[config.mk]
export PLATFORM = sky130hd
export DESIGN_NAME = galed_driver
export DESIGN_NICKNAME = d
export VERILOG_FILES = /design/src/hw/galed_pkg.sv /design/src/hw/galed_driver.sv
export VERILOG_INCLUDE_DIRS = /design/src /design/src/hw
export SDC_FILE = /design/constraint.sdc
export NUM_CORES = 1
export LEC_CHECK = 0
export ABC_AREA = 1
export BUFFER_PORTS_ARGS = -buffer_cell sky130_fd_sc_hd__buf_2
export CORE_MARGIN = 5
export CORE_UTILIZATION = 60
export CTS_BUF_LIST = sky130_fd_sc_hd__clkbuf_16
export CTS_CLUSTER_DIAMETER = 200
export DETAILED_ROUTE_END_ITERATION = 16
export PLACE_DENSITY_LB_ADDON = 0.3
export SKIP_CTS_REPAIR_TIMING = 1
export SLEW_MARGIN = 0
export SYNTH_ARGS = -nofsm -noshare
export SYNTH_HDL_FRONTEND = slang
export SYNTH_SLANG_ARGS = --single-unit
[constraint.sdc]
create_clock -name sys_clk -period 5.3 [get_ports sys_clk]
set_clock_uncertainty 0.2 [all_clocks]
set_input_delay 0 -clock sys_clk [delete_from_list [all_inputs] [get_ports sys_clk]]
set_output_delay 0 -clock sys_clk [all_outputs]
set_load 0.01 [all_outputs]
[src/hw/galed_defines.svh]
// timing constants for the gateway activity lamp driver
`ifndef GALED_DEFINES_SVH
`define GALED_DEFINES_SVH
`define GALED_CLK_HZ 32'h0773_5940
`define GALED_DARK_S 32'h0000_0014
`define GALED_TEST_S 32'h0000_0001
`define GALED_PULSE_MS 32'h0000_0032
// unsigned 32-bit arithmetic: the dark count does not fit a signed int
`define GALED_DARK_CYC (`GALED_DARK_S * `GALED_CLK_HZ)
`define GALED_TEST_CYC (`GALED_TEST_S * `GALED_CLK_HZ)
`define GALED_PULSE_CYC (`GALED_PULSE_MS * (`GALED_CLK_HZ / 32'h0000_03E8))
`endif

[src/hw/galed_pkg.sv]
// types for the gateway activity lamp driver
package galed_pkg;
  typedef enum logic [1:0] {
    GALED_DARK = 2'b00,
    GALED_TEST = 2'b01,
    GALED_RUN = 2'b10
  } galed_phase_e;
  typedef struct packed {
    logic masterRole;
    logic reqSent;
    logic reqRcvd;
    logic goodRespRcvd;
    logic errCodeRcvd;
    logic reqTimeout;
    logic respFlawed;
    logic goodRespSent;
    logic exceptionSent;
  } galed_evt_s;
  typedef struct packed {
    logic request;
    logic reply;
    logic error;
    logic ethActivity;
    logic ethLink;
  } galed_lamps_s;
endpackage : galed_pkg

[src/hw/galed_driver.sv]
// front-panel lamp driver: power-up sequence, traffic pulses, ethernet lamps
// Operation
// request/reply/error dark about twenty seconds
// then all three lit one second
// traffic lamps follow serial events only
// master errors, timeouts, flaws pulse error lamp
// slave exception response pulses error lamp
// request lamp per request sent/received
// master good response pulses reply lamp
// slave normal response pulses reply lamp
// activity lamp solid in boot, then blinks
// link lamp follows link presence
// pulses stretched, retriggered by new events
`timescale 1ns/100ps
`include "galed_defines.svh"
module galed_driver #(
  parameter int unsigned DARK_CYC = `GALED_DARK_CYC,
  parameter int unsigned TEST_CYC = `GALED_TEST_CYC,
  parameter int unsigned PULSE_CYC = `GALED_PULSE_CYC
) (
  input wire logic sys_clk,
  input wire logic nrst,
  input galed_pkg::galed_evt_s evt,
  input wire logic ethTraffic,
  input wire logic ethLinkPin,
  input wire logic bootBusy,
  output galed_pkg::galed_lamps_s lamps
);
  // elaboration-time guard: the stretch counters hold 24 bits, and zero
  // counts would wrap a phase counter round or give a pulse that never lights
  localparam bit timingBad = (DARK_CYC < 1) || (TEST_CYC < 1) || (PULSE_CYC < 1) ||
    (PULSE_CYC >= 32'h0100_0000);
  if (timingBad) begin : gen_bad_timing
    $error("galed_driver: bad timing parameter");
  end

  // pin-side ethernet status is asynchronous: two-stage synchronisers
  logic [1:0] trafSync_q;
  logic [1:0] linkSync_q;
  logic [1:0] bootSync_q;
  logic trafPrev_q;
  galed_pkg::galed_phase_e phase_q;
  logic [31:0] seqCnt_q;
  logic [23:0] reqCnt_q;
  logic [23:0] repCnt_q;
  logic [23:0] errCnt_q;
  logic [23:0] actCnt_q;
  galed_pkg::galed_lamps_s lamps_q;

  // events are same-domain strobes from the transaction engine
  // role bit is a level; strobes of the other role are simply not selected
  wire isMaster = evt.masterRole;

  // the role bit selects which strobe of each pair drives a lamp
  function automatic logic pick(input logic master, input logic asMaster, input logic asSlave);
    return master ? asMaster : asSlave;
  endfunction : pick

  wire reqHit = pick(isMaster, evt.reqSent, evt.reqRcvd);
  wire repHit = pick(isMaster, evt.goodRespRcvd, evt.goodRespSent);
  wire masterErr = evt.errCodeRcvd | evt.reqTimeout | evt.respFlawed;
  wire errHit = pick(isMaster, masterErr, evt.exceptionSent);
  // rising edge of the synchronised pin; a pin held high blinks only once
  wire trafEdge = trafSync_q[1] & ~trafPrev_q;
  wire running = (phase_q == galed_pkg::GALED_RUN);
  wire seqDone = (seqCnt_q == 32'h0000_0001);

  // retriggerable stretcher: a new event reloads the full width
  // a hit on the last cycle of a pulse simply extends it
  function automatic logic [23:0] stretch(input logic hit, input logic [23:0] cnt);
    if (hit)
      return PULSE_CYC[23:0];
    else if (cnt != 24'h00_0000)
      return cnt - 24'h00_0001;
    else
      return cnt;
  endfunction : stretch

  // a stretch counter that is not yet exhausted keeps its lamp lit
  function automatic logic lit(input logic [23:0] cnt);
    return cnt != 24'h00_0000;
  endfunction : lit

  // each pin gets its own two-flop chain; only stage two feeds any logic
  always_ff @(posedge sys_clk or negedge nrst) begin
    if (!nrst) begin
      trafSync_q <= 2'h0;
    end else begin
      trafSync_q <= {trafSync_q[0], ethTraffic};
    end
  end

  always_ff @(posedge sys_clk or negedge nrst) begin
    if (!nrst) begin
      linkSync_q <= 2'h0;
    end else begin
      linkSync_q <= {linkSync_q[0], ethLinkPin};
    end
  end

  always_ff @(posedge sys_clk or negedge nrst) begin
    if (!nrst) begin
      bootSync_q <= 2'h0;
    end else begin
      bootSync_q <= {bootSync_q[0], bootBusy};
    end
  end

  // resets to the idle level of the pin, so no false edge follows reset
  always_ff @(posedge sys_clk or negedge nrst) begin
    if (!nrst) begin
      trafPrev_q <= 1'b0;
    end else begin
      trafPrev_q <= trafSync_q[1];
    end
  end

  // power-up sequencer; seqCnt counts down the current phase
  // each phase lasts exactly its count in cycles: the count is loaded on entry
  galed_pkg::galed_phase_e phase_d;
  logic [31:0] seqCnt_d;
  always_comb begin
    phase_d = phase_q;
    seqCnt_d = seqCnt_q;
    unique case (phase_q)
      galed_pkg::GALED_DARK: begin
        if (seqDone) begin
          phase_d = galed_pkg::GALED_TEST;
          seqCnt_d = TEST_CYC;
        end else begin
          seqCnt_d = seqCnt_q - 32'h0000_0001;
        end
      end
      galed_pkg::GALED_TEST: begin
        if (seqDone) begin
          phase_d = galed_pkg::GALED_RUN;
        end else begin
          seqCnt_d = seqCnt_q - 32'h0000_0001;
        end
      end
      galed_pkg::GALED_RUN: begin
        seqCnt_d = seqCnt_q;
      end
      // an illegal code restarts the whole power-up sequence
      default: begin
        phase_d = galed_pkg::GALED_DARK;
        seqCnt_d = DARK_CYC;
      end
    endcase
  end

  always_ff @(posedge sys_clk or negedge nrst) begin
    if (!nrst) begin
      phase_q <= galed_pkg::GALED_DARK;
      seqCnt_q <= DARK_CYC;
    end else begin
      phase_q <= phase_d;
      seqCnt_q <= seqCnt_d;
    end
  end

  // events before the run phase are ignored so the sequence stays clean
  always_ff @(posedge sys_clk or negedge nrst) begin
    if (!nrst) begin
      reqCnt_q <= 24'h00_0000;
    end else begin
      reqCnt_q <= stretch(running & reqHit, reqCnt_q);
    end
  end

  always_ff @(posedge sys_clk or negedge nrst) begin
    if (!nrst) begin
      repCnt_q <= 24'h00_0000;
    end else begin
      repCnt_q <= stretch(running & repHit, repCnt_q);
    end
  end

  always_ff @(posedge sys_clk or negedge nrst) begin
    if (!nrst) begin
      errCnt_q <= 24'h00_0000;
    end else begin
      errCnt_q <= stretch(running & errHit, errCnt_q);
    end
  end

  // activity blinks run in every phase, so traffic during boot shows as well
  always_ff @(posedge sys_clk or negedge nrst) begin
    if (!nrst) begin
      actCnt_q <= 24'h00_0000;
    end else begin
      actCnt_q <= stretch(trafEdge, actCnt_q);
    end
  end

  wire testOn = (phase_q == galed_pkg::GALED_TEST);
  wire galed_pkg::galed_lamps_s lamps_d;
  // the lamp test overrides traffic; outside the run phase traffic lamps stay dark
  wire reqLit = testOn | (running & lit(reqCnt_q));
  wire repLit = testOn | (running & lit(repCnt_q));
  wire errLit = testOn | (running & lit(errCnt_q));
  // boot-busy overrides with solid light; otherwise brief blinks on traffic
  wire actLit = bootSync_q[1] | lit(actCnt_q);
  assign lamps_d.request = reqLit;
  assign lamps_d.reply = repLit;
  assign lamps_d.error = errLit;
  assign lamps_d.ethActivity = actLit;
  // link presence is shown in every phase, independent of the sequencer
  assign lamps_d.ethLink = linkSync_q[1];

  // registered lamps: no decode glitch ever reaches a pin
  always_ff @(posedge sys_clk or negedge nrst) begin
    if (!nrst) begin
      lamps_q <= '0;
    end else begin
      lamps_q <= lamps_d;
    end
  end

  assign lamps = lamps_q;
endmodule : galed_driver

==> impl_metrics.ini, run 1 <==
[timing]
rsz0062_at_grt = false
hold_viol = 17
whs_ns = -0.02552
relSlewSlack = 0.3899
finalSetupTns_ns = 0
setup_viol = 0
finalCritPeriodShare = 0.5645
tightestPinTransition_ns = 0.9152
drv_slew = 0
fmax_ghz = 0.3342
fin_crit_ns = 2.992

[drt]
drt_iter0_markers = 716
wl_per_cell_um = 13.69
remaining_drc_errors = 0
wl_mm = 18.76
antenna_left = 0
first_pass_iters = 8
via_per_inst = 5.367
vias = 7353

[worst_setup_path]
crit_slowest_cell = dlygate4sd3_1
path_class = flop to flop
cpLargestDelayFamily = buffers and inverters
timing.rr.start = phase_q[1]$_DFFE_PN0P_
crit_buf_inv = 4
cp.arrival_ns = 3.09
cp.depth = 9
rr_worst_depth = 9
end_kind = flop
max_stage_delay_ns = 0.57
cp_data_required_time_ns = 5.40
timing.rr.end = reqCnt_q[0]$_DFFE_PN0P_
crit_fanout = 27
start_kind = flop
ff2ff_setup_slack_ns = 2.31
crit_chain = nand2_2, a21oi_1, dlygate4sd3_1, buf_4, inv_1, nand2_2, inv_1, nand2_1, o21ai_0

[floorplanning]
start_util = 0.6091
die_x_um = 128.2
ios = 19
die_area_mm2 = 0.01645
row_count = 43
core_mm2 = 0.01377
die-height_um = 128.2

[place]
place_inst = 1332
port_buffers = 18
gp_congestion = 0.9414
dp_hpwl_mm = 13.43
dpl_cell_area_mm2 = 0.008625

[cells_and_area]
antenna_cells = 0
fillers = 1116
final_common_cell = nand2_1
nNetsFinal = 1197
finish.instance_area_mm2 = 0.009294
final_cell_count_no_fill = 1370
drive_gt1_frac = 0.1059
syn_to_final_growth_pct = 10.78
layout_common_cells = nand2_1 (261), nor2_1 (224), inv_1 (140)

[global_routing]
grt_max_degree = 84
grt_pass1_wl_mm = 32.60
antenna_found_initial = 0
grtUsageTotal = 0.2439
grt_pass1_vias = 6981
grt-ovfl-total = 0

[worst_hold_path]
hold_class = input port to asynchronous set/reset pin

[run]
max-cap-violations = 0

[synthesis]
ys_seq_elements = 142
ys.flop_type = dfrtp_1
syn_inst = 1147
ys_seq_area_frac = 0.4252
syn_nets = 1167
synth_area_mm2 = 0.008389
synth_edf_count = 0
syn_avg_cell_area_um2 = 7.314
yosys_warnings = 0
yosysUniqueCellTypes = 46
postSynth.asyncResetShare = 1.000

[run_status]
status = finished, violations left
violations = hold timing

[power_and_ir_drop]
leakage_nw = 4.061
peakVddDrop_mv = 0.2654
pwr_density_cell_mw_per_mm2 = 299.6

[clock_network]
clkSlewWorstSetupHoldPaths_ns = 0.06
clk_path_buf_depth = 2
cts_made_buffers = 17
root_buffer = clkbuf_16
cts-htree-levels = 4
clock-sinks = 142
clk_latency_ns = 0.42
cts_tree = built
-- worst register-to-register path: cells and delay by family (launching register included) --
kind	cells	cell delay, ns
buffers and inverters	4	1.14
AND/OR/NAND/NOR	3	0.75
flip-flops	1	0.49
AO/OA/AOI/OAI	2	0.31
-- state kept, by name, indices dropped and copies added (netlist names) --
register / count
lamps: 5
linkSync_q: 2
errCnt_q: 24
trafPrev_q: 1
bootSync_q: 2
repCnt_q: 24
trafSync_q: 2
reqCnt_q: 24
phase_q: 2
actCnt_q: 24
seqCnt_q: 32
-- logic make-up (layout without fill, tap and decap cells) --
group           after synthesis  count (layout)  share of synthesized area
compound gates               90              90                    0.06592
xor+xnor                     46              46                    0.04802
fa+ha+maj                     6               6                   0.008948
buf+inv                     158             201                    0.07681
flops                       142             142                     0.4252
simple gates                705             705                     0.3751
-- per-layer routing --
metal | global-route usage | share of wire
met4 | 0.07303 | 0.015
met1 | 0.3403 | 0.47
met5 | 0 | 0
met2 | 0.3846 | 0.47
met3 | 0.05125 | 0.046
-- power by group --
group          internal (mW)  switching (mW)
sequential              1.17          0.0855
combinational          0.121           0.184
clock                  0.778           0.444
-- how the worst max path moves through the flow --
stage | startpoint | end
2_1_floorplan | actCnt_q[0]$_DFFE_PN0P_ | actCnt_q[11]$_DFFE_PN0P_
3_3_place_gp | phase_q[1]$_DFFE_PN0P_ | repCnt_q[0]$_DFFE_PN0P_
3_5_place_dp | phase_q[1]$_DFFE_PN0P_ | repCnt_q[0]$_DFFE_PN0P_
4_1_cts | phase_q[1]$_DFFE_PN0P_ | repCnt_q[0]$_DFFE_PN0P_
5_1_grt | phase_q[1]$_DFFE_PN0P_ | reqCnt_q[0]$_DFFE_PN0P_
6_report | phase_q[1]$_DFFE_PN0P_ | reqCnt_q[0]$_DFFE_PN0P_
-- Yosys cell counts (3+ instances only) --
| library cell | count | share of area |
|---|---|---|
| nand2_1 | 261 | 0.12 |
| nor2_1 | 224 | 0.10 |
| inv_1 | 137 | 0.061 |
| dfrtp_1 | 131 | 0.39 |
| nand3_1 | 89 | 0.053 |
| o21ai_0 | 34 | 0.020 |
| nand4_1 | 33 | 0.025 |
| xor2_1 | 30 | 0.031 |
| nor3_1 | 28 | 0.017 |
| a21oi_1 | 22 | 0.013 |
| nor2_2 | 16 | 0.012 |
| xnor2_1 | 16 | 0.017 |
| or2_2 | 15 | 0.011 |
| dfstp_2 | 11 | 0.034 |
| nor2_4 | 10 | 0.013 |
| buf_2 | 8 | 0.0048 |
| nand2_2 | 7 | 0.0052 |
| o31ai_1 | 7 | 0.0063 |
| ha_1 | 6 | 0.0089 |
| nand3b_1 | 6 | 0.0054 |
| o211ai_1 | 5 | 0.0045 |
| o22ai_2 | 5 | 0.0075 |
| inv_2 | 4 | 0.0018 |
| o22ai_1 | 4 | 0.0030 |
| a21boi_0 | 3 | 0.0027 |
| a31oi_1 | 3 | 0.0022 |
| clkbuf_1 | 3 | 0.0013 |
| nor4_1 | 3 | 0.0022 |
| o21bai_1 | 3 | 0.0027 |
-- area by class of cell --
class                      instances  area (um^2)  area share
multi-input combinational        847         4178      0.4495
timing repair buffer              27        178.9     0.01925
tap                              180        225.2     0.02423
clock inverter                    15        183.9     0.01979
inverter                         142        535.5     0.05762
sequential                       142         3567      0.3838
clock buffer                      17        425.4     0.04577
-- per-stage QoR --
step | setup slack, ns | total power [mW] | util
2_1_floorplan | 3.458 | 1.482 | -
4_1_cts | 2.457 | 2.799 | 0.6704
3_3_place_gp | 2.586 | 1.562 | 0.6262
3_5_place_dp | 2.469 | 1.572 | 0.6262
5_1_grt | 2.072 | 2.916 | 0.6748
6_report | 2.308 | 2.785 | 0.6748
Power figures use the tool's default switching activity.
==> run 2, diff against run 1 <==
Clock period 5.3 ns to 2.9 ns, I/O delays scaled along.
==> run 2 against run 1 <==
The flow finishes with violations (hold timing, setup timing); critical path depth is the same; design area grew 0.16%; worst setup slack lost 2.3 ns; via count grew 1.4%; sequential power grew 83%; sequential share of layout area shrank 0.062 points; total power grew 73%; hold slack lost 0.039 ns; clock-buffer cell count is the same; clock power grew 59%; global-route usage shrank 0.55 points; die area is the same; critical endpoint is now errCnt_q[22]$_DFFE_PN0P_; largest cell class unchanged.
==> impl_metrics.ini, run 2 (synthesized netlist as in run 1, its figures left out) <==
[worst_setup_path]
endpoint = errCnt_q[22]$_DFFE_PN0P_
cp.arrival_ns = 3.00
crit_fanout = 3
crit_chain = dlygate4sd3_1, buf_2, nor3_1, dlygate4sd3_1, nand2_1, dlygate4sd3_1, nand2_1, dlygate4sd3_1, nand3_1
path_class = input port to flop
max_stage_delay_ns = 0.71
ff2ff_setup_slack_ns = 0.27
crit_slowest_cell = dlygate4sd3_1
crit_start = evt[2]
timing.rr.start = phase_q[1]$_DFFE_PN0P_
timing.rr.end = repCnt_q[10]$_DFFE_PN0P_
start_kind = input port
cp_common_cell = dlygate4sd3_1
rr_worst_depth = 8
end_kind = flop
cp_data_required_time_ns = 3.00

[clock_network]
root_buffer = clkbuf_16
clock-sinks = 142
clk_path_buf_depth = 2
cts_tree = built
clkSlewWorstSetupHoldPaths_ns = 0.06
clk_latency_ns = 0.42
cts_made_buffers = 17
cts-htree-levels = 4

[power_and_ir_drop]
switching_power_mw = 1.357
p_int_mw = 3.449
power_frac_comb = 0.118
swShare = 0.2823
clkPwrFrac = 0.404
peakVddDrop_mv = 0.5376
pwr_density_cell_mw_per_mm2 = 516.3
p_seq_frac = 0.478
leakage_nw = 4.049

[timing]
finalCritPeriodShare = 1.003
tightestPinTransition_ns = 0.6154
fmax_ghz = 0.3439
whs_ns = -0.06448
finalSetupTns_ns = -0.007529
hold_viol = 69
drv_slew = 0
fin_ws_ns = -0.007529
relSlewSlack = 0.5897
fin_crit_ns = 2.908
setup_viol = 1

[floorplanning]
start_util = 0.6091
core_mm2 = 0.01377
die_area_mm2 = 0.01645
row_count = 43
die-height_um = 128.2
ios = 19
die_x_um = 128.2

[drt]
via_per_inst = 5.404
drt_iter0_markers = 722
remaining_drc_errors = 0
vias = 7457
wl_per_cell_um = 13.69
first_pass_iters = 5
antenna_left = 0
wl_mm = 18.90

[place]
gp_congestion = 0.9543
dp_slack_ns = 0.7325
port_buffers = 18
dp_hpwl_mm = 13.47

[global_routing]
grt-ovfl-total = 0
grt_pass1_vias = 6989
grt_max_degree = 67
grtUsageTotal = 0.2384
antenna_found_initial = 0
grt_pass1_wl_mm = 32.13

[cells_and_area]
largest_reg_flops = 32
final_common_cell = nand2_1
layout_common_cells = nand2_1 (261), nor2_1 (224), inv_1 (138)
syn_to_final_growth_pct = 10.96
drive_gt1_frac = 0.1092
utilization = 0.6759
antenna_cells = 0
largest_register = seqCnt_q
nNetsFinal = 1207

[worst_hold_path]
hold_class = input port to asynchronous set/reset pin

[run_status]
violations = hold timing, setup timing
status = finished, violations left

[run]
max-cap-violations = 0
==> run 2: final cells by class <==
cell class | instances | area (um^2)
Sequential cell | 142 | 3567
Multi-Input combinational cell | 847 | 4178
Inverter | 142 | 535.5
Tap cell | 180 | 225.2
Clock inverter | 15 | 98.84
Clock buffer | 17 | 425.4
Timing Repair Buffer | 37 | 279.0
Fill cell | 1170 | 4464
==> run 2: how the worst min path moves through the flow <==
stage	endpoint
after CTS	errCnt_q[0]$_DFFE_PN0P_
after global routing	errCnt_q[0]$_DFFE_PN0P_
after detailed placement	errCnt_q[0]$_DFFE_PN0P_
final	errCnt_q[0]$_DFFE_PN0P_
after floorplan	actCnt_q[0]$_DFFE_PN0P_
after global placement	errCnt_q[1]$_DFFE_PN0P_
==> run 2: metrics by stage <==
stage          power (mW)  std cells  hold WS, ns  cell area [um^2]
6_report            4.806       1380     -0.06448              9309
5_1_grt             5.061       1380      0.01496              9309
4_1_cts             4.834       1369      -0.6118              9199
3_5_place_dp        2.879       1337      -0.1612              8675
3_3_place_gp        2.866       1337      -0.1566              8675
2_1_floorplan       2.708       1147      -0.4956              8389
==> run 2: routing by layer <==
| metal | share of wire | up-vias | track usage |
|---|---|---|---|
| met4 | 0.013 | 0 | 0.07116 |
| met1 | 0.48 | 3474 | 0.3442 |
| met5 | 0 | - | 0 |
| met3 | 0.050 | 28 | 0.05125 |
| li1 | - | 3741 | - |
| met2 | 0.45 | 214 | 0.3619 |
==> run 2: power groups by stage <==
stage | sequential [mW] | clock, mW | combinational [mW]
after floorplan | 2.29 | 0 | 0.421
after global placement | 2.32 | 0 | 0.545
after detailed placement | 2.32 | 0 | 0.555
after CTS | 2.29 | 1.98 | 0.559
after global routing | 2.32 | 2.08 | 0.661
final | 2.30 | 1.94 | 0.568
==> run 2: critical path: cells and delay by family <==
kind | cells | cell delay, ns
buffers and inverters | 5 | 2.52
and+or+nand+nor | 4 | 0.49
==> run 3, diff against run 2 <==
Clock period 2.9 ns to 3.6 ns, I/O delays scaled along.
==> run 3 against run 2 <==
The flow finishes with violations (hold timing); register-to-register slack better by 0.41 ns; global-route usage up 1.0 points; critical endpoint is now reqCnt_q[0]$_DFFE_PN0P_; worst setup slack better by 0.69 ns.
==> impl_metrics.ini, run 3 (synthesized netlist as in run 1, its figures left out) <==
[run_status]
status = finished, violations left
violations = hold timing

[worst_setup_path]
ff2ff_setup_slack_ns = 0.68
cp.arrival_ns = 3.02
end_kind = flop
path_class = flop to flop
rr_worst_depth = 9
crit_fanout = 27
start_kind = flop
cp_data_required_time_ns = 3.70
timing.rr.start = phase_q[1]$_DFFE_PN0P_
timing.rr.end = reqCnt_q[0]$_DFFE_PN0P_

[worst_hold_path]
hold_class = input port to asynchronous set/reset pin

[global_routing]
grt_max_degree = 79
grtUsageTotal = 0.2484
grt_pass1_vias = 7292
grt_pass1_wl_mm = 33.27
grt-ovfl-total = 0
antenna_found_initial = 0

[clock_network]
clkSlewWorstSetupHoldPaths_ns = 0.06
cts-htree-levels = 4
clk_latency_ns = 0.42
clk_path_buf_depth = 2
clock-sinks = 142
cts_made_buffers = 17
root_buffer = clkbuf_16
cts_tree = built

[timing]
setup_viol = 0
tightestPinTransition_ns = 0.7509
hold_viol = 9
finalCritPeriodShare = 0.8106
finalSetupTns_ns = 0
rsz0062_at_grt = false
whs_ns = -0.007101
fmax_ghz = 0.3427
relSlewSlack = 0.4975
drv_slew = 0
fin_crit_ns = 2.918

[floorplanning]
core_mm2 = 0.01377
start_util = 0.6091
die_x_um = 128.2
row_count = 43
die-height_um = 128.2
die_area_mm2 = 0.01645
ios = 19

[drt]
wl_per_cell_um = 13.98
wl_mm = 19.20
antenna_left = 0
drt-met1-wl_mm = 8.859
via_per_inst = 5.435
remaining_drc_errors = 0
vias = 7462
route.met3.wl_um = 980
first_pass_iters = 5
top_layer_used = met4
met2_length_mm = 9.020
drt_iter0_markers = 687

[cells_and_area]
largest_reg_flops = 32
finish.instance_area_mm2 = 0.009389
largest_register = seqCnt_q
antenna_cells = 0
layout_common_cells = nand2_1 (261), nor2_1 (224), inv_1 (137)
final_cell_count_no_fill = 1373
final_common_cell = nand2_1
syn_to_final_growth_pct = 11.92
nNetsFinal = 1200
drive_gt1_frac = 0.1073

[place]
gp_congestion = 0.9440
place_inst = 1333
port_buffers = 18
dp_hpwl_mm = 13.63
dpl_cell_area_mm2 = 0.008645

[run]
max-cap-violations = 0

[power_and_ir_drop]
pwr_density_cell_mw_per_mm2 = 456.5
leakage_nw = 4.107
peakVddDrop_mv = 0.4377
==> run 3: power breakdown <==
part	total, mW	internal, mW	switching [mW]
logic	0.455	0.180	0.274
registers	1.85	1.72	0.124
clock network	1.98	1.30	0.685
total	4.29	3.20	1.08
==> run 3: layout make-up <==
cell class                      count  area [um^2]
Inverter                          142        535.5
Multi-Input combinational cell    847         4178
Clock buffer                       17        425.4
Clock inverter                     15        239.0
Timing Repair Buffer               30        219.0
Fill cell                        1130         4384
Tap cell                          180        225.2
Sequential cell                   142         3567
==> run 3: layer usage <==
| metal | track usage | vias to the layer above |
|---|---|---|
| li1 | - | 3729 |
| met1 | 0.3338 | 3472 |
| met2 | 0.4006 | 228 |
| met3 | 0.05292 | 33 |
| met4 | 0.08489 | 0 |
| met5 | 0 | - |
==> run 3: worst max-delay path: stages, from the launching register on <==
cell,delay (ns)
dfrtp_1,0.49
nand2_2,0.39
a21oi_1,0.25
dlygate4sd3_1,0.58
buf_4,0.18
inv_1,0.20
nand2_2,0.25
inv_1,0.13
nand2_1,0.07
o21ai_0,0.07
==> run 3: stage by stage <==
step | total power [mW] | hold WS, ns | setup WS, ns | utilization
floorplan | 2.181 | -0.4956 | 1.758 | -
global placement | 2.299 | -0.1148 | 1.290 | 0.6276
detailed placement | 2.317 | -0.1138 | 1.237 | 0.6276
CTS | 4.306 | -0.5604 | 1.238 | 0.6759
global route | 4.485 | 0.03691 | 0.4070 | 0.6817
finish | 4.286 | -0.007101 | 0.6819 | 0.6817
==> run 3: worst max-delay path by stage <==
stage	start	end	slack, ns
after floorplan	actCnt_q[0]$_DFFE_PN0P_	actCnt_q[11]$_DFFE_PN0P_	1.76
after global placement	phase_q[1]$_DFFE_PN0P_	errCnt_q[11]$_DFFE_PN0P_	1.29
after detailed placement	seqCnt_q[1]$_DFFE_PN0P_	seqCnt_q[23]$_DFFE_PN0P_	1.24
after CTS	phase_q[1]$_DFFE_PN0P_	reqCnt_q[0]$_DFFE_PN0P_	1.24
after global routing	phase_q[1]$_DFFE_PN0P_	reqCnt_q[4]$_DFFE_PN0P_	0.41
final	phase_q[1]$_DFFE_PN0P_	reqCnt_q[0]$_DFFE_PN0P_	0.68
